`src/pkg/ascs_defs.vh`:
```
// constants for the asynchronous/synchronous serial channel
`ifndef ASCS_DEFS_VH
`define ASCS_DEFS_VH

// operating modes
`define ASCS_MODE_SYNC   2'h0
`define ASCS_MODE_A8     2'h1
`define ASCS_MODE_A9     2'h2
`define ASCS_MODE_WAKE   2'h3

// baud prescale dividers (select clear / set)
`define ASCS_PRE_DIV0    2'h2
`define ASCS_PRE_DIV1    2'h3

// sample ticks per bit and mid-bit point
`define ASCS_TICK_LAST   4'hf
`define ASCS_TICK_MID    4'h7

// frame shift register width and bit counts
`define ASCS_FRAME_W     12
`define ASCS_BITS_DATA   4'h8
`define ASCS_BITS_SYNC   4'h8

// receiver states
`define ASCS_RX_IDLE     2'h0
`define ASCS_RX_START    2'h1
`define ASCS_RX_DATA     2'h2
`define ASCS_RX_STOP     2'h3

// error flag positions
`define ASCS_ERR_PAR     0
`define ASCS_ERR_FRM     1
`define ASCS_ERR_OVR     2

`endif

```
`src/design/ascs_baud.v`:
```
// baud rate generator: prescaler and reload counter giving sample ticks
`default_nettype none
`include "ascs_defs.vh"

module ascs_baud #(
  parameter RW = 16
) (
  input  wire          clk,
  input  wire          rst_b,
  input  wire          ce,
  input  wire          baud_prescale_select,
  input  wire [RW-1:0] reload,
  output reg           tick
);

  reg  [1:0]    pre;
  reg  [RW-1:0] cnt;
  wire [1:0]    pre_last;
  wire          pre_end;

  assign pre_last = baud_prescale_select ? `ASCS_PRE_DIV1 - 2'h1 : `ASCS_PRE_DIV0 - 2'h1;
  assign pre_end  = (pre >= pre_last);

  // tick rate is clk / (div * (reload + 1)), sixteen ticks per bit
  always @(posedge clk)
  begin
    if (!rst_b)
    begin
      pre  <= 2'h0;
      cnt  <= {RW{1'b0}};
      tick <= 1'b0;
    end
    else if (ce)
    begin
      tick <= 1'b0;
      if (pre_end)
      begin
        pre <= 2'h0;
        if (cnt >= reload)
        begin
          cnt  <= {RW{1'b0}};
          tick <= 1'b1;
        end
        else
          cnt <= cnt + {{(RW-1){1'b0}}, 1'b1};
      end
      else
        pre <= pre + 2'h1;
    end
  end

endmodule
`default_nettype wire

```
`src/design/ascs_channel.v`:
```
// asynchronous/synchronous serial channel: transmitter, receiver, errors
// Notes on behaviour
// bit timing comes from an own baud generator fed by the clock and a reload value.
// separate request pulses signal transmit done, receive done and receive error.
// async characters have a start bit, 8 or 9 data bits and one or two stop bits.
// the wake-up mode sends 8 data bits plus a wake bit marking address characters.
// sync mode shifts 8-bit bytes against a shift clock the channel drives itself.
// every mode shifts the least significant bit first, on both ends.
// loopback feeds the transmitted stream straight back into the receiver.
// with parity enabled in 9-bit mode the transmitter adds and the receiver checks a parity bit as the ninth bit.
// with framing check enabled a missing stop bit flags a framing error.
// with overrun check enabled a character completing into a full buffer flags overrun.
// at a 50 MHz clock and reload zero the rate is 1562500 or 1041666 baud.
// rate is clock over 32*(reload+1), or over 48*(reload+1) with prescale select set.
// each detected error sets a flag held until cleared and raises the error request.
`default_nettype none
`include "ascs_defs.vh"

module ascs_channel #(
  parameter RW = 16
) (
  input  wire          clk,
  input  wire          rst_b,
  input  wire          ce,
  input  wire [1:0]    mode,
  input  wire          stop2,
  input  wire          parity_en,
  input  wire          parity_odd,
  input  wire          frame_chk_en,
  input  wire          ovr_chk_en,
  input  wire          loopback,
  input  wire          rcv_en,
  input  wire          baud_prescale_select,
  input  wire [RW-1:0] reload,
  input  wire [8:0]    tx_data,
  input  wire          tx_load,
  input  wire          rx_read,
  input  wire [2:0]    err_clr,
  output reg           tx_busy,
  output reg  [8:0]    rx_data,
  output reg           rx_full,
  output reg  [2:0]    err_flags,
  output reg           tx_irq,
  output reg           rx_irq,
  output reg           err_irq,
  output reg           txd_out,
  input  wire          rxd_in,
  output reg           rxd_out,
  output reg           rxd_oe
);

  wire tick;
  wire sync_mode;
  wire nine;
  wire par_calc;
  wire bit9;
  wire tx_line;
  wire rx_line;
  wire sclk;

  reg  [`ASCS_FRAME_W-1:0] txsr;
  reg  [3:0]               tx_cnt;
  reg  [3:0]               tx_bits;
  reg                      tx_sync;

  reg  [1:0]               rx_state;
  reg  [3:0]               rx_cnt;
  reg  [3:0]               rx_bits;
  reg  [8:0]               rxsr;
  reg                      rx_nine;
  reg                      rx_stop2;
  reg                      frm_bad;
  reg                      rx_prev;

  reg  [2:0]               next_err;
  reg                      next_store;
  reg  [8:0]               next_data;

  // rate set by prescale select and reload R11
  ascs_baud #(
    .RW (RW)
  ) u_baud (
    .clk                  (clk),
    .rst_b                (rst_b),
    .ce                   (ce),
    .baud_prescale_select (baud_prescale_select),
    .reload               (reload),
    .tick                 (tick)
  );

  assign sync_mode = (mode == `ASCS_MODE_SYNC);
  assign nine      = (mode == `ASCS_MODE_A9) || (mode == `ASCS_MODE_WAKE);
  assign par_calc  = parity_odd ? ~^tx_data[7:0] : ^tx_data[7:0];
  // ninth bit: parity in 9-bit mode when enabled, else wake/data bit
  assign bit9      = (mode == `ASCS_MODE_A9 && parity_en) ? par_calc : tx_data[8];

  // shift clock low first half of each bit, high second half
  assign sclk      = !(tx_busy && tx_sync && (tx_cnt <= `ASCS_TICK_MID));
  assign tx_line   = (tx_busy && !tx_sync) ? txsr[0] : 1'b1;
  // loopback routes the internal stream to the receiver
  assign rx_line   = loopback ? (tx_sync ? txsr[0] : tx_line) : rxd_in;

  // transmitter
  always @(posedge clk)
  begin
    if (!rst_b)
    begin
      txsr    <= {`ASCS_FRAME_W{1'b1}};
      tx_cnt  <= 4'h0;
      tx_bits <= 4'h0;
      tx_sync <= 1'b0;
      tx_busy <= 1'b0;
      tx_irq  <= 1'b0;
    end
    else if (ce)
    begin
      tx_irq <= 1'b0;
      if (!tx_busy)
      begin
        if (tx_load)
        begin
          tx_busy <= 1'b1;
          tx_cnt  <= 4'h0;
          tx_sync <= sync_mode;
          if (sync_mode)
          begin
            txsr    <= {4'hf, tx_data[7:0]};
            tx_bits <= `ASCS_BITS_SYNC;
          end
          else
          begin
            txsr    <= {2'h3, nine ? bit9 : 1'b1, tx_data[7:0], 1'b0};
            tx_bits <= 4'h1 + `ASCS_BITS_DATA + {3'h0, nine} + 4'h1 + {3'h0, stop2};
          end
        end
      end
      else if (tick)
      begin
        tx_cnt <= tx_cnt + 4'h1;
        if (tx_cnt == `ASCS_TICK_LAST)
        begin
          txsr    <= {1'b1, txsr[`ASCS_FRAME_W-1:1]};
          tx_bits <= tx_bits - 4'h1;
          if (tx_bits == 4'h1)
          begin
            tx_busy <= 1'b0;
            tx_sync <= 1'b0;
            tx_irq  <= 1'b1;
          end
        end
      end
    end
  end

  // pin drivers registered
  always @(posedge clk)
  begin
    if (!rst_b)
    begin
      txd_out <= 1'b1;
      rxd_out <= 1'b1;
      rxd_oe  <= 1'b0;
    end
    else if (ce)
    begin
      txd_out <= tx_sync ? sclk : tx_line;
      rxd_out <= (tx_busy && tx_sync) ? txsr[0] : 1'b1;
      rxd_oe  <= tx_busy && tx_sync && !rcv_en;
    end
  end

  // receiver sequencing and error detection
  always @*
  begin
    next_err   = 3'h0;
    next_store = 1'b0;
    next_data  = rxsr;
    if (ce && tick)
    begin
      if (rx_state == `ASCS_RX_STOP && rx_cnt == `ASCS_TICK_LAST && !(rx_stop2 && rx_bits == 4'h0))
      begin
        next_data  = rx_nine ? rxsr : {1'b0, rxsr[8:1]};
        // wake-up mode drops data characters
        next_store = !(mode == `ASCS_MODE_WAKE && !next_data[8]);
        next_err[`ASCS_ERR_FRM] = frame_chk_en && (frm_bad || !rx_line);
        next_err[`ASCS_ERR_PAR] = parity_en && rx_nine && (mode == `ASCS_MODE_A9) &&
                                  ((^next_data[7:0] ^ parity_odd) != next_data[8]);
      end
      else if (rx_state == `ASCS_RX_DATA && tx_sync && tx_cnt == `ASCS_TICK_MID &&
               tx_bits == 4'h1)
      begin
        next_data  = {1'b0, rx_line, rxsr[8:2]};
        next_store = 1'b1;
      end
      next_err[`ASCS_ERR_OVR] = next_store && rx_full && !rx_read && ovr_chk_en;
      if (!next_store)
        next_err = 3'h0;
    end
  end

  always @(posedge clk)
  begin
    if (!rst_b)
    begin
      rx_state <= `ASCS_RX_IDLE;
      rx_cnt   <= 4'h0;
      rx_bits  <= 4'h0;
      rxsr     <= 9'h000;
      rx_nine  <= 1'b0;
      rx_stop2 <= 1'b0;
      frm_bad  <= 1'b0;
      rx_prev  <= 1'b1;
    end
    else if (ce)
    begin
      // start needs a falling edge, so a line held low cannot restart
      rx_prev <= rx_line;
      case (rx_state)
        `ASCS_RX_IDLE:
        begin
          rx_cnt  <= 4'h0;
          rx_bits <= 4'h0;
          frm_bad <= 1'b0;
          rx_nine <= nine;
          rx_stop2 <= stop2;
          if (rcv_en && sync_mode && tx_busy && tx_sync)
            rx_state <= `ASCS_RX_DATA;
          else if (rcv_en && !sync_mode && rx_prev && !rx_line)
            rx_state <= `ASCS_RX_START;
        end
        `ASCS_RX_START:
        begin
          if (tick)
          begin
            rx_cnt <= rx_cnt + 4'h1;
            if (rx_cnt == `ASCS_TICK_MID)
            begin
              rx_cnt   <= 4'h0;
              rx_state <= rx_line ? `ASCS_RX_IDLE : `ASCS_RX_DATA;
            end
          end
        end
        `ASCS_RX_DATA:
        begin
          if (tx_sync)
          begin
            // sample on rising shift clock edge
            if (tick && tx_cnt == `ASCS_TICK_MID)
            begin
              rxsr <= {rx_line, rxsr[8:1]};
              if (tx_bits == 4'h1)
                rx_state <= `ASCS_RX_IDLE;
            end
            if (!tx_busy)
              rx_state <= `ASCS_RX_IDLE;
          end
          else if (tick)
          begin
            rx_cnt <= rx_cnt + 4'h1;
            if (rx_cnt == `ASCS_TICK_LAST)
            begin
              rxsr    <= {rx_line, rxsr[8:1]};
              rx_bits <= rx_bits + 4'h1;
              if (rx_bits == `ASCS_BITS_DATA - {3'h0, !rx_nine})
              begin
                rx_bits  <= 4'h0;
                rx_state <= `ASCS_RX_STOP;
              end
            end
          end
        end
        `ASCS_RX_STOP:
        begin
          if (tick)
          begin
            rx_cnt <= rx_cnt + 4'h1;
            if (rx_cnt == `ASCS_TICK_LAST)
            begin
              if (rx_stop2 && rx_bits == 4'h0)
              begin
                rx_bits <= 4'h1;
                frm_bad <= !rx_line;
              end
              else
                rx_state <= `ASCS_RX_IDLE;
            end
          end
        end
        default:
          rx_state <= `ASCS_RX_IDLE;
      endcase
    end
  end

  // receive buffer, sticky errors and request pulses
  always @(posedge clk)
  begin
    if (!rst_b)
    begin
      rx_data   <= 9'h000;
      rx_full   <= 1'b0;
      err_flags <= 3'h0;
      rx_irq    <= 1'b0;
      err_irq   <= 1'b0;
    end
    else if (ce)
    begin
      rx_irq  <= next_store;
      err_irq <= |next_err;
      // a new event wins over a clear in the same cycle
      err_flags <= (err_flags & ~err_clr) | next_err;
      if (next_store)
      begin
        rx_data <= next_data;
        rx_full <= 1'b1;
      end
      else if (rx_read)
        rx_full <= 1'b0;
    end
  end

endmodule
`default_nettype wire

```
`config.mk`:
```
export PLATFORM = sky130hd
export DESIGN_NAME = ascs_channel
export DESIGN_NICKNAME = d
export VERILOG_FILES = /design/src/design/ascs_baud.v /design/src/design/ascs_channel.v
export VERILOG_INCLUDE_DIRS = /design/src /design/src/pkg
export SDC_FILE = /design/constraint.sdc
export NUM_CORES = 1
export LEC_CHECK = 0
export ABC_CLOCK_PERIOD_IN_PS = 2200
export BUFFER_PORTS_ARGS = -buffer_cell sky130_fd_sc_hd__buf_2
export CAP_MARGIN = 20
export CORE_MARGIN = 2
export CORE_UTILIZATION = 58
export DETAILED_ROUTE_END_ITERATION = 12
export PLACE_DENSITY = 0.8
export SETUP_SLACK_MARGIN = 0.4
export SLEW_MARGIN = 20
export SYNTH_ARGS = -nofsm -noshare
export SYNTH_HDL_FRONTEND = slang
export SYNTH_SLANG_ARGS = --single-unit
```
`constraint.sdc`:
```
create_clock -name clk -period 2.2 [get_ports clk]
set_input_delay 0.22 -clock clk [delete_from_list [all_inputs] [get_ports clk]]
set_output_delay 0.22 -clock clk [all_outputs]
set_load 0.05 [all_outputs]
```
* Yosys cells after proc, flatten, opt, wreduce, memory -nomap -nowiden
Index checks and enable logic that the tools add are counted.
Cells by class: bitwise operators 4, divide/modulo/power cells 0, shift-type cells 0, multiply operators 0, reduce and logical (&&, ||, !) cells 64, magnitude comparators 3, mux-type cells 90, add/sub/neg operators 10, equal/unequal tests 31
Operator list (number):
- $mux W4 | 19
- $mux W9 | 8
- $mux W12 | 4
- $mux W2 | 18
- $mux W1 | 33
- $logic_and A1 B1 Y1 | 27
- $ne A2 B1 Y1 const B | 10
- $add A16 B1 Y16 const B | 1
- $add A4 B1 Y4 const B | 4
- $ge A16 B16 Y1 | 1
- $mux W16 | 1
- $pmux W4 S4 | 1
- $reduce_xor A8 Y1 | 2
- $reduce_and A5 Y1 | 3
- $pmux W4 S3 | 1
- $reduce_and A12 Y1 | 1
- $logic_not A1 Y1 | 10
- $mux W10 | 1
- $reduce_bool A2 Y1 | 5
- $ne A3 B2 Y1 const B | 3
- $eq A2 B2 Y1 const B | 4
- $eq A4 B3 Y1 const B | 2
- $eq A4 B4 Y1 const B | 2
- $ne A4 B3 Y1 const B | 2
- other kinds (30) | 39
Word-level totals: latch bits 0, bits in writable memories 0, memories kept 0, ROM bits 0, bits in registers 83, word-level logic and storage cells 227, bits of input ports 44

* Logic depth before layout (Yosys ltp)
word-level depth 13, mapped depth 9

* Modules after synthesis
A second synthesis with hierarchy kept.
Second synthesis, totals: cells, all modules 585, area, all modules 4765.8 um^2
Modules (own cells, without submodules):
- ascs_channel | area each 3418.3 um^2, cells each 421, times used 1
- ascs_baud | area each 1347.5 um^2, cells each 164, times used 1

* Worst setup path after synthesis
Ideal clock, no wire load.
path type register to register, start register tx_busy, end register rx_state[0], library setup time 0.070 ns, cell stages (with the launch flop) 7, arrival 1.913 ns, required time 2.130 ns, slack 0.216 ns, cells stage by stage dfxtp_1 nor2_1 o22a_1 o311ai_0 o211ai_1 a211o_1 a21oi_1
Between the ends: longest elaborated chain between the ends 8, elaborated cells between the ends (all ways) 16, those cells by class eq/ne (3); mux (7); reduce/logical (6)
Ends and longest elaborated chain:
- from (decl) | RTL line ascs_channel.v:39 | output reg tx_busy,
- from (signal assigned) | RTL line ascs_channel.v:112 | tx_busy <= 1'b0;
- from (signal assigned) | RTL line ascs_channel.v:122 | tx_busy <= 1'b1;
- from (signal assigned) | RTL line ascs_channel.v:146 | tx_busy <= 1'b0;
- $logic_and A1 B1 Y1 | RTL line ascs_channel.v:99 | assign tx_line = (tx_busy && !tx_sync) ? txsr[0] : 1'b1;
- $mux W1 | RTL line ascs_channel.v:99
- $mux W1 (2 in series) | RTL line ascs_channel.v:101 | assign rx_line = loopback ? (tx_sync ? txsr[0] : tx_line) : rxd_in;
- $logic_not A1 Y1 | RTL line ascs_channel.v:228 | else if (rcv_en && !sync_mode && rx_prev && !rx_line)
- $logic_and A1 B1 Y1 | RTL line ascs_channel.v:228
- $ne A3 B3 Y1 (no line)
- $reduce_and A12 Y1 (no line)
- to (signal assigned) | RTL line ascs_channel.v:227 | rx_state <= `ASCS_RX_DATA;
- to (signal assigned) | RTL line ascs_channel.v:229 | rx_state <= `ASCS_RX_START;
- to (signal assigned) | RTL line ascs_channel.v:239 | rx_state <= rx_line ? `ASCS_RX_IDLE : `ASCS_RX_DATA;
- to (decl) | RTL line ascs_channel.v:66 | reg [1:0] rx_state;
Several ways; a longest one is shown, not always the timed one. A chain may end at the register's enable or synchronous reset.

* Worst setup path after layout
start register u_baud.pre[0], end register u_baud.cnt[8]
Between the ends: longest elaborated chain between the ends 2
Ends and longest elaborated chain:
- from (decl) | RTL line ascs_baud.v:16 | reg [1:0] pre;
- from (signal assigned) | RTL line ascs_baud.v:48 | pre <= pre + 2'h1;
- $ge A2 B2 Y1 | RTL line ascs_baud.v:22 | assign pre_end = (pre >= pre_last);
- $reduce_and A2 Y1 (no line)
- to (signal assigned) | RTL line ascs_baud.v:30 | cnt <= {RW{1'b0}};
- to (signal assigned) | RTL line ascs_baud.v:41 | cnt <= {RW{1'b0}};
- to (signal assigned) | RTL line ascs_baud.v:45 | cnt <= cnt + {{(RW-1){1'b0}}, 1'b1};
- to (decl) | RTL line ascs_baud.v:17 | reg [RW-1:0] cnt;
No other way between the ends.

==> out/metrics.yaml <==
clocking:
  cts-root-buf: "clkbuf_8"
  cts_made_buffers: 9
  cts_buffer_depth: 2
  h-tree-depth: 3
  clock_latency_ns: 0.38
  clk_transition_reported_paths_ns: 0.09
  cts_tree: "done"
  clock-sinks: 81
  ctsHoldBuffers: 0
yosys:
  synth_area_sq_um: 4740
  syn-num-nets: 656
  ys.flop_type: "dfxtp_1"
  synth-edff-count: 0
  synth_cell_type_count: 63
  synth-async-reset-ratio: 0
  synth_area_leaders: "dfxtp_1 34%, ha_1 6.9%, a21oi_1 6.2%"
  synth_top_area_cell: "dfxtp_1"
  synth_top_area_frac: 0.342
  syn_inst: 586
  ys_ff_latch: 81
  avgSynthCellArea_sq_um: 8.09
  yosysSeqAreaShare: 0.342
  ys_warn_count: 0
power:
  p_per_area_nw_per_um2: 559
  ir_worst_vdd_v: 0.000375
  p_leak_nw: 2.67
global_routing:
  grtUsageMet2: 0.549
  grt_pass1_wl_um: 22300
  grt_use_met1: 0.377
  busiest_layer: "met2"
  grt_overflow: 0
  globalRouteTotalUtil: 0.315
  grt_antenna_before_repair: 0
  use_met3: 0.0623
  grt_pass1_vias: 4773
  grt_max_degree: 45
sta:
  tightestPinTransition_ns: 0.491
  max_freq_mhz: 504
  setup_viol: 0
  setup-tns-final_ns: 0
  finalCritPeriodShare: 0.902
  rsz0062_at_grt: "true"
  hold_slack_ns: 0.154
  slew_headroom: 0.673
  finalHoldViolations: 0
  final.min_clock_period_ns: 1.98
  clock-skew-final_ns: 0.0149
  drv_slew: 0
floorplanning:
  pin_count: 64
  initial_core_util: 0.607
  die-area_sq_um: 8910
  die_w_um: 94.4
  core_area_sq_um: 7810
  rows: 32
  fp.dieH_um: 94.4
setup_path:
  crit_path_cell_trace: "inv_2, ha_4, nand2b_4, a21oi_4, buf_6, nor4b_4, buf_6, nand3_2, xor2_1, nor2_1"
  critical_path_arrival_ns: 2.24
  rr_startpoint: "u_baud.pre[0]$_SDFFE_PN0P_"
  crit-reg2reg-capture: "u_baud.cnt[8]$_SDFFE_PN0P_"
  r2r_setup_slack_ns: 0.22
  rr_worst_depth: 10
  worst_path_max_delay_cell: "dfxtp_2"
  cp.required_ns: 2.45
  cp_max_fo: 6
  startpoint_type: "register"
  path_common_cell: "buf_6"
  critPathMaxStageDelay_ns: 0.34
  end_kind: "register"
  crit_type: "register to register"
routing:
  post_drt_wl_per_cell_um: 19.2
  avgViaCountPerCell: 6.31
  drcViolationCount: 0
  drt_iter0_drc: 466
  wl_um: 15200
  route.vias.total: 4990
  ant_nets: 0
  dr.pass1.iters: 5
outcome:
  status: "finished clean"
final_layout:
  layout-drive-gt1-share: 0.351
  diodes: 0
  area_delta_synth_final_pct: 31.3
  final_nets: 754
  fin_cells: 791
  fin_util: 0.797
min_path:
  hold_start: "err_clr[1]"
  hold_path_end: "err_flags[1]$_SDFFE_PN0P_"
  whs_path_depth: 4
  worstHoldPathType: "primary input to register"
flow_run:
  cap_violations: 0
place:
  dp_cells: 741
  gp_congestion: 0.858
  dp_hpwl_um: 8130
  io_buffers: 63
[critical path, delay by kind of cell, from the launching register on]
| kind | cells | cell delay [ns] |
|---|---|---|
| simple gates | 4 | 0.60 |
| compound gates | 1 | 0.07 |
| flops | 1 | 0.34 |
| buf+inv | 3 | 0.36 |
| fa+ha+maj | 1 | 0.24 |
| xor+xnor | 1 | 0.26 |
[flip-flops by register name, indices dropped and copies added (netlist names), 4 cells and up]
name / count
tx_bits: 4
rx_data: 9
rxsr: 9
rx_bits: 4
txsr: 10
u_baud.cnt: 16
tx_cnt: 4
rx_cnt: 4
[placed cells by master (no fill, tap or decap), drive strengths merged, types with 11 or more instances in the layout]
| master | instances |
|---|---|
| buf | 124 |
| inv | 31 |
| mux2i | 18 |
| nand4 | 11 |
| o21ai | 16 |
| nor2 | 60 |
| xnor2 | 17 |
| xor2 | 21 |
| clkbuf | 11 |
| o211ai | 13 |
| nand3 | 17 |
| a21oi | 59 |
| ha | 26 |
| nand2 | 72 |
| dfxtp | 81 |
[cell type report]
| cell class | instances | area (sq um) |
|---|---|---|
| Multi-Input combinational cell | 436 | 3230 |
| Clock buffer | 11 | 131 |
| Timing Repair Buffer | 124 | 826 |
| Sequential cell | 81 | 1670 |
| Clock inverter | 5 | 128 |
| Tap cell | 102 | 128 |
| Fill cell | 499 | 1580 |
| Inverter | 32 | 123 |
[through the flow]
step	total power, mW	setup slack [ns]	instance area (sq um)
finish	3.48	0.215	6230
global placement	1.94	0.0926	5240
CTS	3.40	0.305	5900
detailed placement	1.96	0.0263	5240
global route	3.58	0.179	6230
floorplan	1.83	0.360	4780
[worst max-delay path by stage]
stage / startpoint / end / cells after the start
after floorplan: u_baud.cnt[9]$_SDFFE_PN0P_ / u_baud.tick$_SDFFE_PN0P_ / 7
after global placement: u_baud.cnt[0]$_SDFFE_PN0P_ / u_baud.cnt[12]$_SDFFE_PN0P_ / 8
after detailed placement: u_baud.cnt[9]$_SDFFE_PN0P_ / u_baud.cnt[4]$_SDFFE_PN0P_ / 7
after CTS: rx_bits[0]$_SDFFE_PN0P_ / rx_data[7]$_SDFFE_PN0P_ / 8
after global routing: u_baud.pre[0]$_SDFFE_PN0P_ / u_baud.cnt[8]$_SDFFE_PN0P_ / 10
final: u_baud.pre[0]$_SDFFE_PN0P_ / u_baud.cnt[8]$_SDFFE_PN0P_ / 10
[synth_stat cells (all sizes together), types with 4 or more instances]
cell type	n
nand2	71
a21o	7
clkbuf	25
a21oi	59
o211ai	13
nand4	11
xor2	21
nand2b	7
mux2	5
nand3b	4
ha	26
nor2	60
dfxtp	81
buf	14
xnor2	17
o21ai	16
nand3	17
mux2i	18
nor3	7
a211o	4
o221ai	5
inv	31
and3	7
[per-layer routing]
| layer | share of wire | vias up | routed length [um] |
|---|---|---|---|
| met1 | 0.38 | 2379 | 5750 |
| met2 | 0.49 | 291 | 7470 |
| met3 | 0.072 | 78 | 1090 |
| met4 | 0.057 | 0 | 858 |
| met5 | 0 | - | 0 |
| li1 | - | 2242 | - |
[logic make-up (layout without fill, tap and decap cells)]
family | Yosys count | count (layout) | synth area share
AOI/OAI and AO/OA | 138 | 138 | 0.187
xor gates and xnor gates | 39 | 39 | 0.0765
adders and majority gates | 26 | 26 | 0.0686
buffers and inverters | 71 | 172 | 0.0631
DFF | 81 | 81 | 0.342
muxes | 23 | 23 | 0.0499
and+or+nand+nor | 208 | 210 | 0.212
[power breakdown]
group          switching [mW]  internal, mW
Combinational           0.278         0.220
Sequential             0.0330          1.49
Clock                   0.587         0.870
Total                   0.899          2.58
[repair_timing]
action / CTS / global route
pin swaps: 31 / 40
setup buffers: 25 / 6
gates resized for setup: 57 / 63
cloned: 2 / 1
endpoints found under the setup margin: 36 / 51
Note: power is estimated with default switching activity, not from simulation.
